==> src/design/ppn_pkg.sv <==
// Package: register map, field layouts and types of the partition control block
package ppn_pkg;

	// ------------------------------------------------------------
	// Widths
	// ------------------------------------------------------------
	localparam int REQ_ID_W = 4;
	localparam int INT_ID_W = 2;
	localparam int NUM_REQ = 16;
	localparam int NUM_INT = 4;
	localparam int PRI_W = 4;
	localparam int FRAC_W = 16;
	localparam int STRIDE_W = 16;
	localparam int ADDR_W = 8;
	localparam int DATA_W = 32;

	// ------------------------------------------------------------
	// Register offsets (byte addresses)
	// ------------------------------------------------------------
	localparam logic [ADDR_W-1:0] OFS_FEATURE_ID = 8'h00;
	localparam logic [ADDR_W-1:0] OFS_VENDOR_FEAT = 8'h04;
	localparam logic [ADDR_W-1:0] OFS_ERROR_STATUS = 8'h08;
	localparam logic [ADDR_W-1:0] OFS_PART_SEL = 8'h0c;
	localparam logic [ADDR_W-1:0] OFS_NARROW_MAP = 8'h10;
	localparam logic [ADDR_W-1:0] OFS_BW_MAX = 8'h14;
	localparam logic [ADDR_W-1:0] OFS_BW_MIN = 8'h18;
	localparam logic [ADDR_W-1:0] OFS_BW_STRIDE = 8'h1c;
	localparam logic [ADDR_W-1:0] OFS_PRI = 8'h20;

	// ------------------------------------------------------------
	// Field positions
	// ------------------------------------------------------------
	localparam int SEL_NS_BIT = 16;
	localparam int SEL_INTERNAL_BIT = 17;
	localparam int MAP_VALID_BIT = 31;
	localparam int HARD_LIMIT_BIT = 31;
	localparam int STRIDE_EN_BIT = 31;
	localparam int PRI_DN_LSB = 8;
	localparam int ESR_CODE_LSB = 24;
	localparam int FID_NARROW_BIT = 0;
	localparam int FID_INTPRI_BIT = 1;
	localparam int FID_DNPRI_BIT = 2;
	localparam int FID_VENDOR_BIT = 3;
	localparam int FID_NO_VCTL_BIT = 4;
	localparam int FID_NO_VMON_BIT = 5;

	// ------------------------------------------------------------
	// Error codes and reset values
	// ------------------------------------------------------------
	localparam logic [3:0] ERR_NONE = 4'h0;
	localparam logic [3:0] ERR_BAD_SEL = 4'h1;
	localparam logic [3:0] ERR_BAD_MAP = 4'h2;
	localparam logic [FRAC_W-1:0] RST_FRAC = 16'hffff;
	localparam logic [PRI_W-1:0] RST_PRI = 4'h0;
	localparam logic [INT_ID_W-1:0] DEFAULT_ID = 2'h0;

	// Bandwidth preference classes
	typedef enum logic [1:0] {
		PREF_NONE,
		PREF_LOW,
		PREF_MED,
		PREF_HIGH
	} ppn_pref_t;

	// Incoming upstream request
	typedef struct packed {
		logic valid;
		logic ns;
		logic [REQ_ID_W-1:0] id;
		logic [PRI_W-1:0] pri;
		logic [FRAC_W-1:0] usage;
	} ppn_req_t;

	// Request sent downstream
	typedef struct packed {
		logic valid;
		logic ns;
		logic [REQ_ID_W-1:0] id;
		logic [PRI_W-1:0] pri;
	} ppn_dn_t;

	// Response passing upstream
	typedef struct packed {
		logic valid;
		logic [PRI_W-1:0] pri;
	} ppn_rsp_t;

	// Per-partition control settings
	typedef struct packed {
		logic [FRAC_W-1:0] bw_max;
		logic [FRAC_W-1:0] bw_min;
		logic hard_limit;
		logic stride_en;
		logic [STRIDE_W-1:0] stride_minus_one;
		logic [PRI_W-1:0] int_pri;
		logic [PRI_W-1:0] dn_pri;
	} ppn_cfg_t;

endpackage

==> src/design/ppn_ctrl.sv <==
// Module: partition priority, regulation gating and identifier narrowing
`timescale 1ns/10ps

module ppn_ctrl #(
	parameter bit HAS_NARROW = 1'b1,
	parameter bit HAS_INT_PRI = 1'b1,
	parameter bit HAS_DN_PRI = 1'b1,
	parameter bit HAS_VENDOR = 1'b0,
	parameter bit VENDOR_CTLS = 1'b0,
	parameter bit VENDOR_MONS = 1'b0,
	parameter int FRAC_IMPL = 16
) (
	input wire logic clk_i,
	input wire logic rst_n_i,
	input wire logic [ppn_pkg::ADDR_W-1:0] addr_i,
	input wire logic [ppn_pkg::DATA_W-1:0] wdata_i,
	input wire logic wr_i,
	input wire logic rd_i,
	output logic [ppn_pkg::DATA_W-1:0] rdata_o,
	input wire ppn_pkg::ppn_req_t req_a_i,
	input wire ppn_pkg::ppn_req_t req_b_i,
	output ppn_pkg::ppn_dn_t dn_o,
	output logic [ppn_pkg::PRI_W-1:0] int_pri_o,
	output logic grant_b_o,
	output logic stride_active_o,
	input wire ppn_pkg::ppn_rsp_t rsp_dn_i,
	output ppn_pkg::ppn_rsp_t rsp_up_o
);
	import ppn_pkg::*;

	localparam int SPACES = 2;
	localparam logic [FRAC_W-1:0] FRAC_MASK =
		~((16'h0001 << (FRAC_W - FRAC_IMPL)) - 16'h0001);
	// Writable selector bits: id, space and internal flag
	localparam logic [DATA_W-1:0] SEL_MASK =
		(DATA_W'(1) << SEL_INTERNAL_BIT) | (DATA_W'(1) << SEL_NS_BIT) |
		((DATA_W'(1) << REQ_ID_W) - DATA_W'(1));

	// ------------------------------------------------------------
	// Storage
	// ------------------------------------------------------------
	ppn_cfg_t cfg_ff [SPACES][NUM_INT];
	logic [INT_ID_W:0] map_ff [SPACES][NUM_REQ];
	logic [DATA_W-1:0] sel_ff;
	logic [3:0] esr_ff;
	logic [DATA_W-1:0] rdata_ff;
	ppn_dn_t dn_ff;
	ppn_rsp_t rsp_ff;
	logic [PRI_W-1:0] int_pri_ff;
	logic grant_b_ff;
	logic stride_ff;

	logic sel_ns;
	logic sel_int;
	logic [REQ_ID_W-1:0] sel_id;
	logic sel_ok;
	logic map_ok;
	logic [INT_ID_W-1:0] cfg_idx;
	logic [INT_ID_W:0] map_a;
	logic [INT_ID_W:0] map_b;
	logic [INT_ID_W-1:0] id_a;
	logic [INT_ID_W-1:0] id_b;
	logic bad_a;
	ppn_cfg_t cfg_a;
	ppn_cfg_t cfg_b;
	ppn_pref_t pref_a;
	ppn_pref_t pref_b;
	logic pick_b;

	assign sel_ns = sel_ff[SEL_NS_BIT];
	assign sel_int = sel_ff[SEL_INTERNAL_BIT];
	assign sel_id = sel_ff[REQ_ID_W-1:0];

	// Selector meaning depends on narrowing
	always_comb begin
		if (HAS_NARROW) begin
			sel_ok = sel_int && (sel_id < REQ_ID_W'(NUM_INT));
			cfg_idx = sel_id[INT_ID_W-1:0];
		end else begin
			sel_ok = !sel_int && (sel_id < REQ_ID_W'(NUM_INT));
			cfg_idx = sel_id[INT_ID_W-1:0];
		end
		map_ok = HAS_NARROW && !sel_int;
	end

	// ------------------------------------------------------------
	// Request path: narrowing and preference
	// ------------------------------------------------------------
	function automatic ppn_pref_t pref_of(input ppn_cfg_t c,
		input logic [FRAC_W-1:0] u);
		if (u < c.bw_min)
			pref_of = PREF_HIGH;
		else if (u < c.bw_max)
			pref_of = PREF_MED;
		else if (c.hard_limit)
			pref_of = PREF_NONE;
		else
			pref_of = PREF_LOW;
	endfunction

	always_comb begin
		map_a = map_ff[req_a_i.ns][req_a_i.id];
		map_b = map_ff[req_b_i.ns][req_b_i.id];
		// Translate within the request's own space
		id_a = HAS_NARROW ? map_a[INT_ID_W-1:0] :
			req_a_i.id[INT_ID_W-1:0];
		id_b = HAS_NARROW ? map_b[INT_ID_W-1:0] :
			req_b_i.id[INT_ID_W-1:0];
		bad_a = HAS_NARROW ? !map_a[INT_ID_W] :
			(req_a_i.id >= REQ_ID_W'(NUM_INT));
		cfg_a = cfg_ff[req_a_i.ns][id_a];
		cfg_b = cfg_ff[req_b_i.ns][id_b];
		// Min and max limits and hard limit apply; stride does not
		pref_a = pref_of(cfg_a, req_a_i.usage);
		pref_b = pref_of(cfg_b, req_b_i.usage);
		if (!req_a_i.valid)
			pick_b = req_b_i.valid;
		else if (!req_b_i.valid)
			pick_b = 1'b0;
		else if (pref_b != pref_a)
			pick_b = pref_b > pref_a;
		else if (HAS_INT_PRI)
			pick_b = cfg_b.int_pri > cfg_a.int_pri;
		else
			pick_b = req_b_i.pri > req_a_i.pri;
	end

	// Arbitration result and internal priority
	always_ff @(posedge clk_i or negedge rst_n_i) begin
		if (!rst_n_i) begin
			grant_b_ff <= 1'b0;
			int_pri_ff <= RST_PRI;
			stride_ff <= 1'b0;
		end else begin
			grant_b_ff <= pick_b;
			int_pri_ff <= pick_b ?
				(HAS_INT_PRI ? cfg_b.int_pri : req_b_i.pri) :
				(HAS_INT_PRI ? cfg_a.int_pri : req_a_i.pri);
			// Only the enable bit turns stride on
			stride_ff <= pick_b ? cfg_b.stride_en : cfg_a.stride_en;
		end
	end

	// Downstream request carries original request id
	always_ff @(posedge clk_i or negedge rst_n_i) begin
		if (!rst_n_i) begin
			dn_ff <= '0;
		end else begin
			dn_ff.valid <= req_a_i.valid && !bad_a &&
				pref_a != PREF_NONE;
			dn_ff.ns <= req_a_i.ns;
			dn_ff.id <= req_a_i.id;
			dn_ff.pri <= HAS_DN_PRI ? cfg_a.dn_pri :
				req_a_i.pri;
		end
	end

	// Responses pass through untouched
	always_ff @(posedge clk_i or negedge rst_n_i) begin
		if (!rst_n_i)
			rsp_ff <= '0;
		else
			rsp_ff <= rsp_dn_i;
	end

	// ------------------------------------------------------------
	// Register writes
	// ------------------------------------------------------------
	always_ff @(posedge clk_i or negedge rst_n_i) begin
		if (!rst_n_i)
			sel_ff <= '0;
		else if (wr_i && addr_i == OFS_PART_SEL)
			sel_ff <= wdata_i & SEL_MASK;
	end

	// Mapping table, entry zero resets to internal zero
	always_ff @(posedge clk_i or negedge rst_n_i) begin
		if (!rst_n_i) begin
			for (int s = 0; s < SPACES; s++)
				map_ff[s][0] <= {1'b1, DEFAULT_ID};
		end else if (wr_i && addr_i == OFS_NARROW_MAP && map_ok) begin
			map_ff[sel_ns][sel_id] <= {wdata_i[MAP_VALID_BIT],
				wdata_i[INT_ID_W-1:0]};
		end
	end

	// Settings: only the default partition resets
	always_ff @(posedge clk_i or negedge rst_n_i) begin
		if (!rst_n_i) begin
			for (int s = 0; s < SPACES; s++) begin
				cfg_ff[s][DEFAULT_ID].bw_max <= RST_FRAC & FRAC_MASK;
				cfg_ff[s][DEFAULT_ID].bw_min <= RST_FRAC & FRAC_MASK;
				cfg_ff[s][DEFAULT_ID].hard_limit <= 1'b0;
				cfg_ff[s][DEFAULT_ID].stride_en <= 1'b0;
				cfg_ff[s][DEFAULT_ID].stride_minus_one <= '0;
				cfg_ff[s][DEFAULT_ID].int_pri <= RST_PRI;
				cfg_ff[s][DEFAULT_ID].dn_pri <= RST_PRI;
			end
		end else if (wr_i && sel_ok) begin
			unique case (addr_i)
				OFS_BW_MAX: begin
					cfg_ff[sel_ns][cfg_idx].bw_max <=
						wdata_i[FRAC_W-1:0] & FRAC_MASK;
					cfg_ff[sel_ns][cfg_idx].hard_limit <=
						wdata_i[HARD_LIMIT_BIT];
				end
				OFS_BW_MIN: begin
					cfg_ff[sel_ns][cfg_idx].bw_min <=
						wdata_i[FRAC_W-1:0] & FRAC_MASK;
				end
				OFS_BW_STRIDE: begin
					cfg_ff[sel_ns][cfg_idx].stride_minus_one <=
						wdata_i[STRIDE_W-1:0];
					cfg_ff[sel_ns][cfg_idx].stride_en <=
						wdata_i[STRIDE_EN_BIT];
				end
				OFS_PRI: begin
					// Each priority kind exists on its own
					if (HAS_INT_PRI)
						cfg_ff[sel_ns][cfg_idx].int_pri <=
							wdata_i[PRI_W-1:0];
					if (HAS_DN_PRI)
						cfg_ff[sel_ns][cfg_idx].dn_pri <=
							wdata_i[PRI_DN_LSB +: PRI_W];
				end
				default: begin
				end
			endcase
		end
	end

	// Error status: bad mapping or bad selector, write clears
	always_ff @(posedge clk_i or negedge rst_n_i) begin
		if (!rst_n_i)
			esr_ff <= ERR_NONE;
		else if (req_a_i.valid && bad_a)
			esr_ff <= ERR_BAD_MAP;
		else if ((wr_i || rd_i) && !sel_ok && addr_i >= OFS_BW_MAX)
			esr_ff <= ERR_BAD_SEL;
		else if (wr_i && addr_i == OFS_ERROR_STATUS)
			esr_ff <= ERR_NONE;
	end

	// ------------------------------------------------------------
	// Register reads
	// ------------------------------------------------------------
	always_ff @(posedge clk_i or negedge rst_n_i) begin
		if (!rst_n_i) begin
			rdata_ff <= '0;
		end else if (rd_i) begin
			rdata_ff <= '0;
			unique case (addr_i)
				OFS_FEATURE_ID: begin
					rdata_ff[FID_NARROW_BIT] <= HAS_NARROW;
					rdata_ff[FID_INTPRI_BIT] <= HAS_INT_PRI;
					rdata_ff[FID_DNPRI_BIT] <= HAS_DN_PRI;
					rdata_ff[FID_VENDOR_BIT] <= HAS_VENDOR;
					rdata_ff[FID_NO_VCTL_BIT] <=
						!(HAS_VENDOR && VENDOR_CTLS);
					rdata_ff[FID_NO_VMON_BIT] <=
						!(HAS_VENDOR && VENDOR_MONS);
				end
				OFS_ERROR_STATUS: rdata_ff[ESR_CODE_LSB +: 4] <= esr_ff;
				OFS_PART_SEL: rdata_ff <= sel_ff;
				OFS_NARROW_MAP: if (map_ok) begin
					rdata_ff[MAP_VALID_BIT] <=
						map_ff[sel_ns][sel_id][INT_ID_W];
					rdata_ff[INT_ID_W-1:0] <=
						map_ff[sel_ns][sel_id][INT_ID_W-1:0];
				end
				OFS_BW_MAX: if (sel_ok) begin
					rdata_ff[FRAC_W-1:0] <= cfg_ff[sel_ns][cfg_idx].bw_max;
					rdata_ff[HARD_LIMIT_BIT] <=
						cfg_ff[sel_ns][cfg_idx].hard_limit;
				end
				OFS_BW_MIN: if (sel_ok)
					rdata_ff[FRAC_W-1:0] <= cfg_ff[sel_ns][cfg_idx].bw_min;
				OFS_BW_STRIDE: if (sel_ok) begin
					rdata_ff[STRIDE_W-1:0] <=
						cfg_ff[sel_ns][cfg_idx].stride_minus_one;
					rdata_ff[STRIDE_EN_BIT] <=
						cfg_ff[sel_ns][cfg_idx].stride_en;
				end
				OFS_PRI: if (sel_ok) begin
					rdata_ff[PRI_W-1:0] <= cfg_ff[sel_ns][cfg_idx].int_pri;
					rdata_ff[PRI_DN_LSB +: PRI_W] <=
						cfg_ff[sel_ns][cfg_idx].dn_pri;
				end
				default: begin
				end
			endcase
		end else begin
			rdata_ff <= '0;
		end
	end

	// ------------------------------------------------------------
	// Outputs
	// ------------------------------------------------------------
	assign rdata_o = rdata_ff;
	assign dn_o = dn_ff;
	assign rsp_up_o = rsp_ff;
	assign int_pri_o = int_pri_ff;
	assign grant_b_o = grant_b_ff;
	assign stride_active_o = stride_ff;
endmodule // ppn_ctrl

==> config.mk <==
export PLATFORM = sky130hd
export DESIGN_NAME = ppn_ctrl
export DESIGN_NICKNAME = d
export VERILOG_FILES = /design/src/design/ppn_pkg.sv /design/src/design/ppn_ctrl.sv
export SDC_FILE = /design/constraint.sdc
export NUM_CORES = 2
export LEC_CHECK = 0
export ABC_AREA = 1
export BUFFER_PORTS_ARGS = -buffer_cell sky130_fd_sc_hd__buf_2
export CORE_MARGIN = 3
export CORE_UTILIZATION = 57
export DETAILED_ROUTE_END_ITERATION = 16
export PLACE_DENSITY_LB_ADDON = 0.3
export SLEW_MARGIN = 15
export SYNTH_ARGS = -nofsm -noshare
export SYNTH_HDL_FRONTEND = slang
export SYNTH_SLANG_ARGS = --single-unit
==> constraint.sdc <==
create_clock -name clk_i -period 7.8 [get_ports clk_i]
set_input_delay 1.56 -clock clk_i [delete_from_list [all_inputs] [get_ports clk_i]]
set_output_delay 1.56 -clock clk_i [all_outputs]
set_load 0.01 [all_outputs]
==> flow_summary_export.csv <==
group,metric,value,unit
critical_path,cp.arrival,7.33,ns
global_routing,grtUsageTotal,0.4081,
clock_network,ctsHoldBuffers,0,
clock_network,clk_pin_slew,0.06,ns
route,vias_per_cell,6.893,
cells_and_area,nets,4949,
clock_network,cts.sinks,610,
power_and_ir_drop,power,8173,uW
clock_network,post-cts-setup-buffers,0,
floorplan,dieArea,71250,sq um
placed_design,place_congestion,0.9694,
floorplan,die_h,266.9,um
placed_design,dpl.hpwl,92050,um
global_routing,antenna_found_initial,5,
global_routing,grt-ovfl-total,0,
synthesis,ys_ff_latch,610,
timing,finalHoldViolations,0,
critical_path,critPathMaxStageDelay,0.57,ns
synthesis,yosys_warnings,0,
floorplan,start_util,0.5768,
clock_network,clk_path_buf_depth,3,
global_routing,grt_pass1_wl,221200,um
critical_path,path_common_cell,"nand2_1",
synthesis,syn_area_per_cell,7.965,sq um
timing,drv_slew,0,
synthesis,syn_area,38800,sq um
synthesis,syn_inst,4872,
route,drtPass1Iterations,8,
cells_and_area,n_fill_cell,5764,
run_status,status,"finished, final reports clean",
synthesis,synth_edf_count,438,
timing,clock.fmax,145.9,MHz
timing,slew_headroom,0.1690,
synthesis,ys.flop_type,"edfxtp_1",
timing,setup_violations,0,
timing,worstMarginPinSlew,1.247,ns
power_and_ir_drop,powerDensity,194.3,nW/um^2
critical_path,cp_max_fo,51,
critical_path,criticalPathCategory,"input port to flip-flop",
critical_path,startpoint_type,"input port",
route,num_vias,39350,
global_routing,grt_max_degree,160,
floorplan,core-area,67280,sq um
timing,finalClockSkew,0.03102,ns
cells_and_area,drive_gt1_frac,0.09452,
synthesis,ys_seq_area_frac,0.4520,
route,totalWireLength,149200,um
timing,period_share,0.8790,
power_and_ir_drop,vdd_drop_max,0.1659,mV
floorplan,ioPinCount,154,
timing,finalCriticalPeriod,6.856,ns
clock_network,root_buffer,"clkbuf_16",
critical_path,end_kind,"flip-flop",
clock_network,cts_inserted_buffers,70,
cells_and_area,antenna_cells,0,
critical_path,worstPathRequired,8.28,ns
clock_network,clk_latency,0.62,ns
clock_network,ctsResizeCount,0,
critical_path,crit_slowest_cell,"inv_4",
placed_design,buffer_ports.inserted,121,
min_path,min_path_type,"flip-flop to flip-flop",
synthesis,yosysUniqueCellTypes,53,
flow_run,maxCapViolCount,0,
timing,timing.setup.tns,0,ns
timing,rsz0062_at_grt,"false",
floorplan,chipWidth,266.9,um
clock_network,cts_tree,"yes",
power_and_ir_drop,power.leakage,0.01650,uW
cells_and_area,syn2layout_area_growth,8.422,%
route,drt_iter0_markers,6852,
route,ant_nets,0,
clock_network,htree_levels,3,
route,drc,0,
synthesis,async_reset_ff_frac,0.2820,
route,wl_per_cell,26.14,um
global_routing,grt_pass1_vias,36200,
floorplan,row_count,95,
[path summary, 6_finish.rpt]
check / start / end / slack (ns) / depth (start not counted)
min in group asynchronous: rst_n_i / cfg_ff[426] / 0.86 / 1
min reg2reg: map_ff[46] / map_ff[46] / 0.49 / 2
max: req_a_i[24] / int_pri_o[1] / 0.94 / 30
max reg2reg: map_ff[63] / int_pri_o[1] / 2.17 / 27
min: map_ff[46] / map_ff[46] / 0.49 / 2
max in group asynchronous: rst_n_i / cfg_ff[421] / 5.21 / 3
[cells by family (layout without fill, tap and decap cells)]
group | count (synthesis) | after routing | share of synthesized area
DFF | 610 | 610 | 0.4520
and+or+nand+nor | 1569 | 1569 | 0.1626
other | 1 | 11 | 0.00009664
buffers and inverters | 944 | 897 | 0.09702
adders and majority gates | 66 | 66 | 0.02128
AOI/OAI and AO/OA | 1682 | 1682 | 0.2670
[synthesized netlist by cell type, types with 30 or more instances]
master	number	share of area
nand2_1	966	0.093
o21ai_0	648	0.084
inv_1	527	0.051
edfxtp_1	438	0.34
nor2_1	362	0.035
o22ai_1	265	0.043
clkbuf_1	237	0.023
nand3_1	199	0.026
a21oi_1	187	0.024
o211ai_1	185	0.036
dfrtp_1	106	0.068
a211oi_1	98	0.019
buf_2	72	0.0093
dfstp_2	66	0.045
ha_1	66	0.021
o31ai_1	60	0.012
buf_1	43	0.0042
o21bai_1	42	0.0081
o41ai_1	37	0.0084
a22oi_1	30	0.0058
[sequential cells by signal, summed over array words and instances, names as in the netlist]
register and flops:
grant_b_o 1, dn_o 10, cfg_ff 464, rsp_up_o 5
rdata_o 21, stride_active_o 1, sel_ff 6, map_ff 96
esr_ff 2, int_pri_o 4
[layer usage]
metal,share of wire,global-route usage,wire (um)
met1,0.35,0.5514,52520
met2,0.40,0.5791,60020
met3,0.18,0.1283,26280
met4,0.069,0.2337,10260
met5,0.00078,0.005405,116
[power by group]
group / internal, uW / switching (uW) / leakage, uW / total [uW]
clock: 1900 / 1400 / 0.00109 / 3300
sequential: 3530 / 46.6 / 0.00624 / 3570
combinational: 380 / 914 / 0.00917 / 1290
total: 5810 / 2370 / 0.0165 / 8170
[layout make-up]
cell class                 instances  area (sq um)  area share
clock buffer                     106          2073     0.04928
clock inverter                    19         145.1    0.003450
inverter                         563          2143     0.05094
multi-input combinational       3328         17670      0.4201
sequential                       610         17540      0.4169
tap                              873          1092     0.02596
timing repair buffer             209          1406     0.03343
[per-stage QoR]
stage | instance area [sq um] | instances | worst slack, ns | util | hold WS (ns)
CTS | 42020 | 5706 | 1.304 | 0.6245 | 0.4907
global placement | 39800 | 5581 | 0.6863 | 0.5916 | 0.4686
finish | 42070 | 5708 | 0.9439 | 0.6254 | 0.4931
floorplan | 38850 | 4882 | 0.9555 | - | 0.4530
detailed placement | 39800 | 5581 | 0.6816 | 0.5916 | 0.4765
global route | 42070 | 5708 | 0.8590 | 0.6254 | 0.5150
[cells in the final DEF, fill, tap and decap left out, drive strengths merged, types with 12 or more instances in the layout]
cell type,count
a211oi,98
a21oi,196
a221oi,27
a22oi,30
a31oi,12
a32o,20
buf,208
clkbuf,107
clkinv,24
dfrtp,106
dfstp,66
edfxtp,438
ha,66
inv,554
nand2,971
nand3,199
nor2,371
nor3,15
o2111ai,15
o211ai,185
o21ai,662
o21bai,42
o22ai,265
o31ai,60
o41ai,37
[critical path, delay by kind of cell]
| family | cells | cell delay (ns) |
|---|---|---|
| buffers and inverters | 6 | 1.85 |
| adder cells (fa/ha/maj) | 2 | 0.58 |
| AND/OR/NAND/NOR | 16 | 1.95 |
| AO/OA/AOI/OAI | 6 | 1.30 |
No activity file was read; power rests on OpenSTA's default activity.
